**src/verilog/fws_consts.svh**
```systemverilog
// Offsets-free constants: timing figures and sizes for the wheel sequencer
`ifndef FWS_CONSTS_SVH
`define FWS_CONSTS_SVH

`define FWS_CLK_PERIOD_NS   4
`define FWS_SLOTS_PER_REV   12
`define FWS_SLOTS_PER_GROUP 3
`define FWS_SETS_TO_AVERAGE 8
`define FWS_AVG_SHIFT       3
`define FWS_ADC_BITS        14
`define FWS_FIFO_DEPTH      16

// Least times, rounded up to whole cycles
`define FWS_CYC_CEIL(ns) \
  (((ns) + `FWS_CLK_PERIOD_NS - 1) / `FWS_CLK_PERIOD_NS)

`define FWS_AUTOZERO_NS     2000
`define FWS_TRACK_DLY_NS    1000
`define FWS_CONV_DLY_NS     400
`define FWS_CONV_PULSE_NS   40
`define FWS_PH_RESET_NS     400
`define FWS_WIDE_MIN_NS     2000000

`define FWS_AUTOZERO_CYC    `FWS_CYC_CEIL(`FWS_AUTOZERO_NS)
`define FWS_TRACK_DLY_CYC   `FWS_CYC_CEIL(`FWS_TRACK_DLY_NS)
`define FWS_CONV_DLY_CYC    `FWS_CYC_CEIL(`FWS_CONV_DLY_NS)
`define FWS_CONV_PULSE_CYC  `FWS_CYC_CEIL(`FWS_CONV_PULSE_NS)
`define FWS_PH_RESET_CYC    `FWS_CYC_CEIL(`FWS_PH_RESET_NS)
`define FWS_WIDE_MIN_CYC    `FWS_CYC_CEIL(`FWS_WIDE_MIN_NS)

`endif

```
**src/verilog/fws_pkg.sv**
```systemverilog
// Types shared by the filter wheel sequencer and its bench
package fws_pkg;

  typedef enum logic [1:0] {
    FWS_CMD_HOOD_OPEN,
    FWS_CMD_HOOD_CLOSE,
    FWS_CMD_SYS_ON,
    FWS_CMD_SYS_OFF
  } fws_cmd_code_t;

  typedef struct packed {
    logic          valid;
    fws_cmd_code_t code;
  } fws_cmd_t;

  typedef struct packed {
    logic autozero;
    logic peak_hold_en;
    logic convert;
    logic ph_reset;
  } fws_strobes_t;

  typedef struct packed {
    logic [1:0]  channel;
    logic [13:0] sample;
    logic [13:0] background;
  } fws_result_t;

endpackage : fws_pkg

```
**src/verilog/fws_sequencer.sv**
```systemverilog
// Filter wheel slot decoder, strobe sequencer, averager and radio control
// What this block does
// - Accept twelve slot pulses per revolution, four groups of three.
// - First pulse of a group means the filter enters the beam.
// - Second pulse marks the filter midpoint, ending the open phase.
// - Third pulse marks the trailing edge, ending the filter interval.
// - Detect the wide once-per-revolution slot to check group order.
// - One measurement per filter channel each wheel revolution.
// - Signal taken in first half, background in blocked second half.
// - First pulse rising edge fires autozero before each filter signal.
// - Peak/hold, convert and reset strobes come from counted delays.
// - Convert happens while peak is held and before the hold reset.
// - Once blocked, repeat peak/hold and convert for the background.
// - Four sample/background pairs per revolution, in filter order.
// - Collect eight sets, average per channel, release the result.
// - Direction input routes antenna relay to transmitter or receiver.
// - Transmitter power is off whenever direction is not transmit.
// - Hood-open command drives hood line high, hood-close drives it low.
`include "fws_consts.svh"

module fws_fifo #(
  parameter int unsigned WIDTH = 30,
  parameter int unsigned DEPTH = 16
) (
  input  wire logic             clock,
  input  wire logic             reset,
  input  wire logic             in_valid,
  output logic                  in_ready,
  input  wire logic [WIDTH-1:0] in_data,
  output logic                  out_valid,
  input  wire logic             out_ready,
  output logic      [WIDTH-1:0] out_data
);
  localparam int unsigned AW = (DEPTH > 1) ? $clog2(DEPTH) : 1;

  logic [WIDTH-1:0] mem_q [DEPTH];
  logic [AW-1:0]    wr_ptr_q;
  logic [AW-1:0]    rd_ptr_q;
  logic [AW:0]      count_q;
  logic             push;
  logic             pop;

  assign in_ready  = (count_q != (AW+1)'(DEPTH));
  assign out_valid = (count_q != '0);
  assign push      = in_valid && in_ready;
  assign pop       = out_valid && out_ready;
  assign out_data  = mem_q[rd_ptr_q];

  function automatic logic [AW-1:0] ptr_inc(input logic [AW-1:0] p);
    ptr_inc = (p == AW'(DEPTH - 1)) ? '0 : p + AW'(1);
  endfunction : ptr_inc

  always_ff @(posedge clock)
  begin
    if (push)
    begin
      mem_q[wr_ptr_q] <= in_data;
    end
  end

  always_ff @(posedge clock or posedge reset)
  begin
    if (reset)
    begin
      wr_ptr_q <= '0;
      rd_ptr_q <= '0;
      count_q  <= '0;
    end
    else
    begin
      if (push)
      begin
        wr_ptr_q <= ptr_inc(wr_ptr_q);
      end
      if (pop)
      begin
        rd_ptr_q <= ptr_inc(rd_ptr_q);
      end
      if (push && !pop)
      begin
        count_q <= count_q + (AW+1)'(1);
      end
      else if (pop && !push)
      begin
        count_q <= count_q - (AW+1)'(1);
      end
    end
  end
endmodule : fws_fifo

module fws_sequencer #(
  parameter int unsigned WIDE_MIN_CYC = `FWS_WIDE_MIN_CYC,
  parameter int unsigned FIFO_DEPTH   = `FWS_FIFO_DEPTH
) (
  input  wire logic                 clock,
  input  wire logic                 reset,
  input  wire logic                 slot_pulse_in,
  input  wire logic                 adc_done_in,
  input  wire logic [13:0]          adc_data_in,
  input  wire logic                 dir_tx_in,
  input  wire fws_pkg::fws_cmd_t    remote_cmd,
  output fws_pkg::fws_strobes_t     strobes,
  output logic                      relay_to_tx,
  output logic                      tx_power_en,
  output logic                      hood_open,
  output logic                      acquiring,
  output logic                      seq_error,
  output logic                      sync_locked,
  output fws_pkg::fws_result_t      result_data,
  output logic                      result_valid,
  input  wire logic                 result_ready
);
  import fws_pkg::*;

  localparam int unsigned ACC_W = `FWS_ADC_BITS + `FWS_AVG_SHIFT;

  typedef enum logic [2:0] {
    S_IDLE, S_AUTOZERO, S_EN_WAIT, S_TRACK,
    S_CONV_WAIT, S_CONVERT, S_ADC_WAIT, S_RESET
  } fws_seq_t;

  function automatic logic [1:0] slot_phase(input logic [3:0] pos);
    slot_phase = 2'(pos % 4'(`FWS_SLOTS_PER_GROUP));
  endfunction : slot_phase

  function automatic logic [1:0] slot_filter(input logic [3:0] pos);
    slot_filter = 2'(pos / 4'(`FWS_SLOTS_PER_GROUP));
  endfunction : slot_filter

  // Two-flop synchronisers for the pins
  logic [2:0]  sync1_q;
  logic [2:0]  sync2_q;
  logic [2:0]  sync3_q;
  logic [13:0] adc1_q;
  logic [13:0] adc2_q;

  always_ff @(posedge clock or posedge reset)
  begin
    if (reset)
    begin
      sync1_q <= '0;
      sync2_q <= '0;
      sync3_q <= '0;
      adc1_q  <= '0;
      adc2_q  <= '0;
    end
    else
    begin
      sync1_q <= {dir_tx_in, adc_done_in, slot_pulse_in};
      sync2_q <= sync1_q;
      sync3_q <= sync2_q;
      adc1_q  <= adc_data_in;
      adc2_q  <= adc1_q;
    end
  end

  logic slot_rise;
  logic slot_fall;
  logic done_rise;
  logic dir_tx;
  assign slot_rise = sync2_q[0] && !sync3_q[0];
  assign slot_fall = !sync2_q[0] && sync3_q[0];
  assign done_rise = sync2_q[1] && !sync3_q[1];
  assign dir_tx    = sync2_q[2];

  // Slot position tracking
  logic [23:0] width_q;
  logic [3:0]  pos_q;
  logic [3:0]  since_wide_q;
  logic        locked_q;
  logic        seq_error_q;
  logic        wide_slot;
  logic        acquire_q;
  logic        acq_start;

  assign acq_start = remote_cmd.valid && remote_cmd.code == FWS_CMD_SYS_ON
                     && !acquire_q;
  assign wide_slot = slot_fall && (width_q >= 24'(WIDE_MIN_CYC));

  always_ff @(posedge clock or posedge reset)
  begin
    if (reset)
    begin
      width_q <= '0;
    end
    else if (sync2_q[0])
    begin
      width_q <= (width_q == '1) ? width_q : width_q + 24'(1);
    end
    else
    begin
      width_q <= '0;
    end
  end

  always_ff @(posedge clock or posedge reset)
  begin
    if (reset)
    begin
      pos_q        <= '0;
      since_wide_q <= '0;
      locked_q     <= 1'b0;
    end
    else if (wide_slot)
    begin
      pos_q        <= 4'd1;
      since_wide_q <= '0;
      locked_q     <= 1'b1;
    end
    else if (slot_rise)
    begin
      pos_q <= (pos_q == 4'(`FWS_SLOTS_PER_REV - 1)) ? '0 : pos_q + 4'd1;
      since_wide_q <= (since_wide_q == '1) ? since_wide_q
                                           : since_wide_q + 4'd1;
    end
  end

  // Set wins over the clear at acquisition start
  always_ff @(posedge clock or posedge reset)
  begin
    if (reset)
    begin
      seq_error_q <= 1'b0;
    end
    else if (wide_slot && locked_q &&
             since_wide_q != 4'(`FWS_SLOTS_PER_REV))
    begin
      seq_error_q <= 1'b1;
    end
    else if (acq_start)
    begin
      seq_error_q <= 1'b0;
    end
  end

  logic hood_q;
  always_ff @(posedge clock or posedge reset)
  begin
    if (reset)
    begin
      acquire_q <= 1'b0;
      hood_q    <= 1'b0;
    end
    else if (remote_cmd.valid)
    begin
      case (remote_cmd.code)
        FWS_CMD_HOOD_OPEN:  hood_q    <= 1'b1;
        FWS_CMD_HOOD_CLOSE: hood_q    <= 1'b0;
        FWS_CMD_SYS_ON:     acquire_q <= 1'b1;
        FWS_CMD_SYS_OFF:    acquire_q <= 1'b0;
        default:            hood_q    <= hood_q;
      endcase
    end
  end

  // Strobe sequencer
  fws_seq_t    state_q;
  logic [15:0] timer_q;
  logic [1:0]  filt_q;
  logic        bg_q;
  logic        store;
  logic        dump_q;
  logic        go;

  // Stalls while the averaged set waits for FIFO room
  // one pass per filter
  assign go    = slot_rise && locked_q && acquire_q && !dump_q;
  assign store = (state_q == S_ADC_WAIT) && done_rise;

  always_ff @(posedge clock or posedge reset)
  begin
    if (reset)
    begin
      state_q <= S_IDLE;
      timer_q <= '0;
      filt_q  <= '0;
      bg_q    <= 1'b0;
    end
    else
    begin
      case (state_q)
        S_IDLE:
        begin
          // filter arrival; autozero on its edge
          if (go && slot_phase(pos_q) == 2'd0)
          begin
            filt_q  <= slot_filter(pos_q);
            timer_q <= 16'(`FWS_AUTOZERO_CYC - 1);
            state_q <= S_AUTOZERO;
          end
        end
        S_AUTOZERO:
        begin
          if (timer_q == '0)
          begin
            timer_q <= 16'(`FWS_TRACK_DLY_CYC - 1);
            state_q <= S_EN_WAIT;
          end
          else
          begin
            timer_q <= timer_q - 16'd1;
          end
        end
        S_EN_WAIT:
        begin
          if (timer_q == '0)
          begin
            state_q <= S_TRACK;
          end
          else
          begin
            timer_q <= timer_q - 16'd1;
          end
        end
        S_TRACK:
        begin
          if (go && slot_phase(pos_q) == 2'd0)
          begin
            filt_q  <= slot_filter(pos_q);
            timer_q <= 16'(`FWS_AUTOZERO_CYC - 1);
            state_q <= S_AUTOZERO;
          end
          // unstarted arrival idles
          // A stale filter must not be converted into the wrong channel
          else if (slot_rise && slot_phase(pos_q) == 2'd0)
          begin
            state_q <= S_IDLE;
          end
          // midpoint ends open phase; trailing edge ends bg
          else if (slot_rise)
          begin
            // open half is signal, blocked half is background
            bg_q    <= (slot_phase(pos_q) == 2'd2);
            timer_q <= 16'(`FWS_CONV_DLY_CYC - 1);
            state_q <= S_CONV_WAIT;
          end
        end
        S_CONV_WAIT:
        begin
          if (timer_q == '0)
          begin
            timer_q <= 16'(`FWS_CONV_PULSE_CYC - 1);
            state_q <= S_CONVERT;
          end
          else
          begin
            timer_q <= timer_q - 16'd1;
          end
        end
        S_CONVERT:
        begin
          if (timer_q == '0)
          begin
            state_q <= S_ADC_WAIT;
          end
          else
          begin
            timer_q <= timer_q - 16'd1;
          end
        end
        S_ADC_WAIT:
        begin
          // reset only after conversion; next slot aborts a hang
          if (done_rise || slot_rise)
          begin
            timer_q <= 16'(`FWS_PH_RESET_CYC - 1);
            state_q <= S_RESET;
          end
        end
        S_RESET:
        begin
          if (timer_q != '0)
          begin
            timer_q <= timer_q - 16'd1;
          end
          else if (!bg_q)
          begin
            timer_q <= 16'(`FWS_TRACK_DLY_CYC - 1);
            state_q <= S_EN_WAIT;
          end
          else
          begin
            state_q <= S_IDLE;
          end
        end
        default: state_q <= S_IDLE;
      endcase
    end
  end

  fws_strobes_t strobes_q;
  always_ff @(posedge clock or posedge reset)
  begin
    if (reset)
    begin
      strobes_q <= '0;
    end
    else
    begin
      strobes_q.autozero     <= (state_q == S_AUTOZERO);
      strobes_q.peak_hold_en <= (state_q == S_TRACK) ||
                                (state_q == S_CONV_WAIT) ||
                                (state_q == S_CONVERT) ||
                                (state_q == S_ADC_WAIT);
      strobes_q.convert      <= (state_q == S_CONVERT);
      strobes_q.ph_reset     <= (state_q == S_RESET);
    end
  end

  // Accumulation and averaging
  logic [ACC_W-1:0] acc_q [8];
  logic [2:0]       set_cnt_q;
  logic [1:0]       dump_idx_q;
  logic             fifo_in_ready;
  logic             dump_done;
  fws_result_t      dump_word;

  assign dump_done = dump_q && fifo_in_ready && dump_idx_q == 2'd3;
  // divide by eight with a shift
  assign dump_word.channel    = dump_idx_q;
  assign dump_word.sample     = 14'(acc_q[{dump_idx_q, 1'b0}]
                                    >> `FWS_AVG_SHIFT);
  assign dump_word.background = 14'(acc_q[{dump_idx_q, 1'b1}]
                                    >> `FWS_AVG_SHIFT);

  always_ff @(posedge clock or posedge reset)
  begin
    if (reset)
    begin
      for (int i = 0; i < 8; i++)
      begin
        acc_q[i] <= '0;
      end
    end
    else if (dump_done || acq_start || (wide_slot && locked_q &&
             since_wide_q != 4'(`FWS_SLOTS_PER_REV)))
    begin
      for (int i = 0; i < 8; i++)
      begin
        acc_q[i] <= '0;
      end
    end
    // one sample/background slot per filter; wide sum
    else if (store)
    begin
      acc_q[{filt_q, bg_q}] <= acc_q[{filt_q, bg_q}] + ACC_W'(adc2_q);
    end
  end

  always_ff @(posedge clock or posedge reset)
  begin
    if (reset)
    begin
      set_cnt_q  <= '0;
      dump_q     <= 1'b0;
      dump_idx_q <= '0;
    end
    else if (dump_q)
    begin
      if (fifo_in_ready)
      begin
        dump_idx_q <= dump_idx_q + 2'd1;
        dump_q     <= !dump_done;
      end
    end
    else if (acq_start || (wide_slot && locked_q &&
             since_wide_q != 4'(`FWS_SLOTS_PER_REV)))
    begin
      set_cnt_q <= '0;
    end
    // eighth complete set releases the average
    else if (store && filt_q == 2'd3 && bg_q)
    begin
      set_cnt_q  <= set_cnt_q + 3'd1;
      dump_q     <= (set_cnt_q == 3'(`FWS_SETS_TO_AVERAGE - 1));
      dump_idx_q <= '0;
    end
  end

  fws_fifo #(
    .WIDTH ($bits(fws_result_t)),
    .DEPTH (FIFO_DEPTH)
  ) fws_fifo_inst (
    .clock     (clock),
    .reset     (reset),
    .in_valid  (dump_q),
    .in_ready  (fifo_in_ready),
    .in_data   (dump_word),
    .out_valid (result_valid),
    .out_ready (result_ready),
    .out_data  (result_data)
  );

  // relay follows direction; power only when transmitting
  logic relay_q;
  logic power_q;
  always_ff @(posedge clock or posedge reset)
  begin
    if (reset)
    begin
      relay_q <= 1'b0;
      power_q <= 1'b0;
    end
    else
    begin
      relay_q <= dir_tx;
      // Power waits for the relay, but drops at once
      power_q <= dir_tx && relay_q;
    end
  end

  assign strobes     = strobes_q;
  assign relay_to_tx = relay_q;
  assign tx_power_en = power_q;
  assign hood_open   = hood_q;
  assign acquiring   = acquire_q;
  assign seq_error   = seq_error_q;
  assign sync_locked = locked_q;
endmodule : fws_sequencer

```
**config.mk**
```make
export PLATFORM = sky130hd
export DESIGN_NAME = fws_sequencer
export DESIGN_NICKNAME = d
export VERILOG_FILES = /design/src/verilog/fws_pkg.sv /design/src/verilog/fws_sequencer.sv
export VERILOG_INCLUDE_DIRS = /design/src /design/src/verilog
export SDC_FILE = /design/constraint.sdc
export NUM_CORES = 1
export LEC_CHECK = 0
export BUFFER_PORTS_ARGS = -buffer_cell sky130_fd_sc_hd__buf_2
export CAP_MARGIN = 25
export CORE_AREA = 3 3 287 289
export DETAILED_ROUTE_END_ITERATION = 12
export DIE_AREA = 0 0 290 292
export PLACE_DENSITY_LB_ADDON = 0.3
export SYNTH_ARGS = -nofsm -noshare
export SYNTH_HDL_FRONTEND = slang
export SYNTH_HIERARCHICAL = 1
export SYNTH_SLANG_ARGS = --single-unit
```
**constraint.sdc**
```tcl
create_clock -name clock -period 25.2 [get_ports clock]
set_clock_uncertainty 0.1 [all_clocks]
set_input_delay 6.3 -clock clock [delete_from_list [all_inputs] [get_ports clock]]
set_output_delay 6.3 -clock clock [all_outputs]
set_load 0.01 [all_outputs]
```
==> qor.yml <==
run_status:
  status: "completed"
critical_path:
  crit_type: "reg -> out"
  worstSetupStartpointType: "register"
  cp-end-kind: "primary output"
  worstRegToRegCells: 12
  crit_arrival_ns: 3.62
  r2r_slack_ns: 19.65
  critical_path.max_fanout: 138
  worstPathRequired_ns: 18.80
clock_network:
  cts_resized: 0
  cts_root_buffer: "clkbuf_16"
  clk_pin_slew_ns: 0.06
  cts_buffers: 79
  postCtsSetupBuffers: 0
  cts_tree: "done"
  clock_latency_ns: 0.63
  cts_max_path_buffers: 3
  htreeDepth: 3
  ctsHoldBuffers: 0
  cts.sink_count: 735
drt:
  drc_errors: 0
  antenna_left: 0
  drtIter0Drc: 1733
  viasPerCell: 5.725
  drt_pre_antenna_iters: 6
  wl_per_cell_um: 22.67
  vias: 19990
  drt_wl_total_um: 79160
placed_design:
  place_congestion: 0.8267
  dp_hpwl_um: 47520
  port_buffers: 63
  numPlacedInstances: 3342
  preCtsSetupSlack_ns: 15.75
power:
  total_power_w: 0.002931
  peakVddDrop_mv: 0.09175
  powerDensity_mw_per_mm2: 80.80
  p_leak_nw: 12.08
timing:
  slew_headroom_pct: 27.00
  timing.fmax_mhz: 99.82
  min_period_ns: 10.02
  hold_viol_final: 0
  min_period_over_period_pct: 39.75
  rsz0062_at_grt: "false"
  report.final.slew_viol_count: 0
  setup_slack_ns: 15.18
  tightestPinTransition_ns: 1.091
  fin_tns_setup_ns: 0
  finalSetupViolations: 0
yosys:
  synth.distinct_cells: 80
  synthArstFlopShare_pct: 34.69
  synth_seq_cells: 735
  yosysWarnings: 6
  syn_area_sq_mm: 0.03199
  synth_edf_count: 480
  netlist_instances: 2314
  syn_area_per_cell_sq_um: 13.82
  yosysSeqAreaShare_pct: 65.01
  yosys_most_used_dff: "edfxtp_1"
  syn_nets: 2375
grt:
  antenna_found_initial: 0
  grt_usage_pct: 18.50
  overflow: 0
  grt_pass1_vias: 20080
  grt_pass1_wl_um: 121800
  grt_max_degree: 139
floorplan:
  fp-row-count: 104
  coreArea_sq_mm: 0.08016
  pin_count: 64
  die_h_um: 292
  fp.dieW_um: 290
  initial_core_util_pct: 39.91
  fp.dieArea_sq_mm: 0.08468
run:
  drv_cap: 0
hold_path:
  hp-class: "reg -> reg"
  hold_depth: 0
cells_and_area:
  final_cells: 3492
  layout.nets: 2433
  post-route-util_pct: 45.25
  drive_gt1_share_pct: 15.80
  area_growth_pct: 13.38
## final timing paths
| path | from | end |
|---|---|---|
| max | fws_fifo_inst/rd_ptr_q[0] | result_data[14] |
| min | adc1_q[2] | adc2_q[2] |
| max reg2reg | filt_q[0] | acc_q[116] |
| min reg2reg | adc1_q[2] | adc2_q[2] |
| max in group asynchronous | reset | adc2_q[13] |
| min in group asynchronous | reset | width_q[8] |
## cell families after synthesis
group / after synthesis / synth area share, %
mux: 250 / 11.66
xor+xnor: 41 / 1.123
simple gates: 651 / 9.177
fa+ha+maj: 38 / 1.533
compound gates: 439 / 9.083
flops: 735 / 65.01
buf+inv: 160 / 2.417
## metrics by stage
step                cell area (sq um)  hold slack, ns
floorplan                       31990          0.2312
global placement                33410          0.2363
detailed placement              33590          0.2347
CTS                             36080          0.2472
global route                    36260          0.2544
finish                          36270          0.2449
## cell usage in the layout (no fill, tap or decap), types with 9 or more instances in the layout
cell type and n:
buf_16 9, nand3_1 89, ha_1 36, edfxtp_1 480
mux2_2 19, xnor2_1 22, nor4_1 9, clkbuf_16 79
and2_1 10, a221oi_1 26, or4_1 12, dfrtp_1 249
o22ai_1 11, a31oi_1 9, o21ai_0 81, nand2b_1 18
a211oi_1 21, clkinv_2 13, mux2i_1 134, buf_2 63
nor3_1 19, and3_1 9, mux4_2 96, nor2b_1 10
nand4_1 18, a21oi_1 118, nor2_4 14, nand2_1 285
a22oi_1 98, clkbuf_1 16, xor2_1 19, buf_4 31
a21o_1 10, clkinv_1 15, nor2_1 122, inv_1 26
## cell type report
type	count	area, sq um
Antenna cell	2	5.005
Clock buffer	99	2092
Clock inverter	40	402.9
Fill cell	7037	43890
Inverter	27	108.9
Multi-Input combinational cell	1419	10610
Sequential cell	735	20810
Tap cell	1060	1326
Timing Repair Buffer	110	915.9
## cells in the mapped netlist, drive strengths merged (6+ instances only)
library cell,instances,share of area [%]
edfxtp,480,45
nand2,285,3.3
dfrtp,255,20
nor2,141,1.7
mux2i,134,4.2
a21oi,120,1.9
a22oi,98,2.3
mux4,96,6.8
nand3,89,1.4
o21ai,87,1.4
clkbuf,79,0.93
buf,54,1.2
ha,36,1.4
inv,27,0.32
a221oi,26,0.71
nor3,25,0.42
a211oi,22,0.53
xnor2,22,0.60
mux2,20,0.70
xor2,19,0.52
nand2b,18,0.35
nand4,18,0.35
nor2b,13,0.25
or4,13,0.32
o22ai,12,0.25
a21o,10,0.23
and2,10,0.20
nor4,10,0.22
a31oi,9,0.18
and3,9,0.18
a221o,7,0.22
o31ai,7,0.16
a21boi,6,0.14
## layer usage
| metal | vias to the layer above | wire length (um) | track usage, % | part of all wire [%] |
|---|---|---|---|---|
| li1 | 8926 | - | - | - |
| met1 | 10140 | 31650 | 23.62 | 40 |
| met2 | 760 | 39380 | 31.48 | 50 |
| met3 | 161 | 6030 | 4.145 | 7.6 |
| met4 | 0 | 2090 | 5.852 | 2.6 |
| met5 | - | 0 | 0 | 0 |
## critical path, stage by stage, from the launching register on
cell	delay (ns)
dfrtp_4	0.99
buf_12	0.81
mux4_2	0.61
a22oi_1	0.20
nand2_1	0.10
buf_2	0.15
## registers in the layout, indices dropped and copies added, names as in the netlist, 4 cells and up
name	cells
acc_q	136
adc1_q	14
adc2_q	14
fws_fifo_inst/count_q	5
fws_fifo_inst/mem_q	480
fws_fifo_inst/rd_ptr_q	4
fws_fifo_inst/wr_ptr_q	4
pos_q	4
since_wide_q	4
strobes	4
timer_q	16
width_q	24
## report_power, final
group	leakage, nW	internal (W)	switching [W]	total, W
combinational	4.13	0.000194	0.000284	0.000478
sequential	6.74	0.00129	0.0000539	0.00135
clock	1.21	0.000626	0.000481	0.00111
total	12.1	0.00211	0.000819	0.00293
Note: power is estimated with default switching activity, not from simulation.
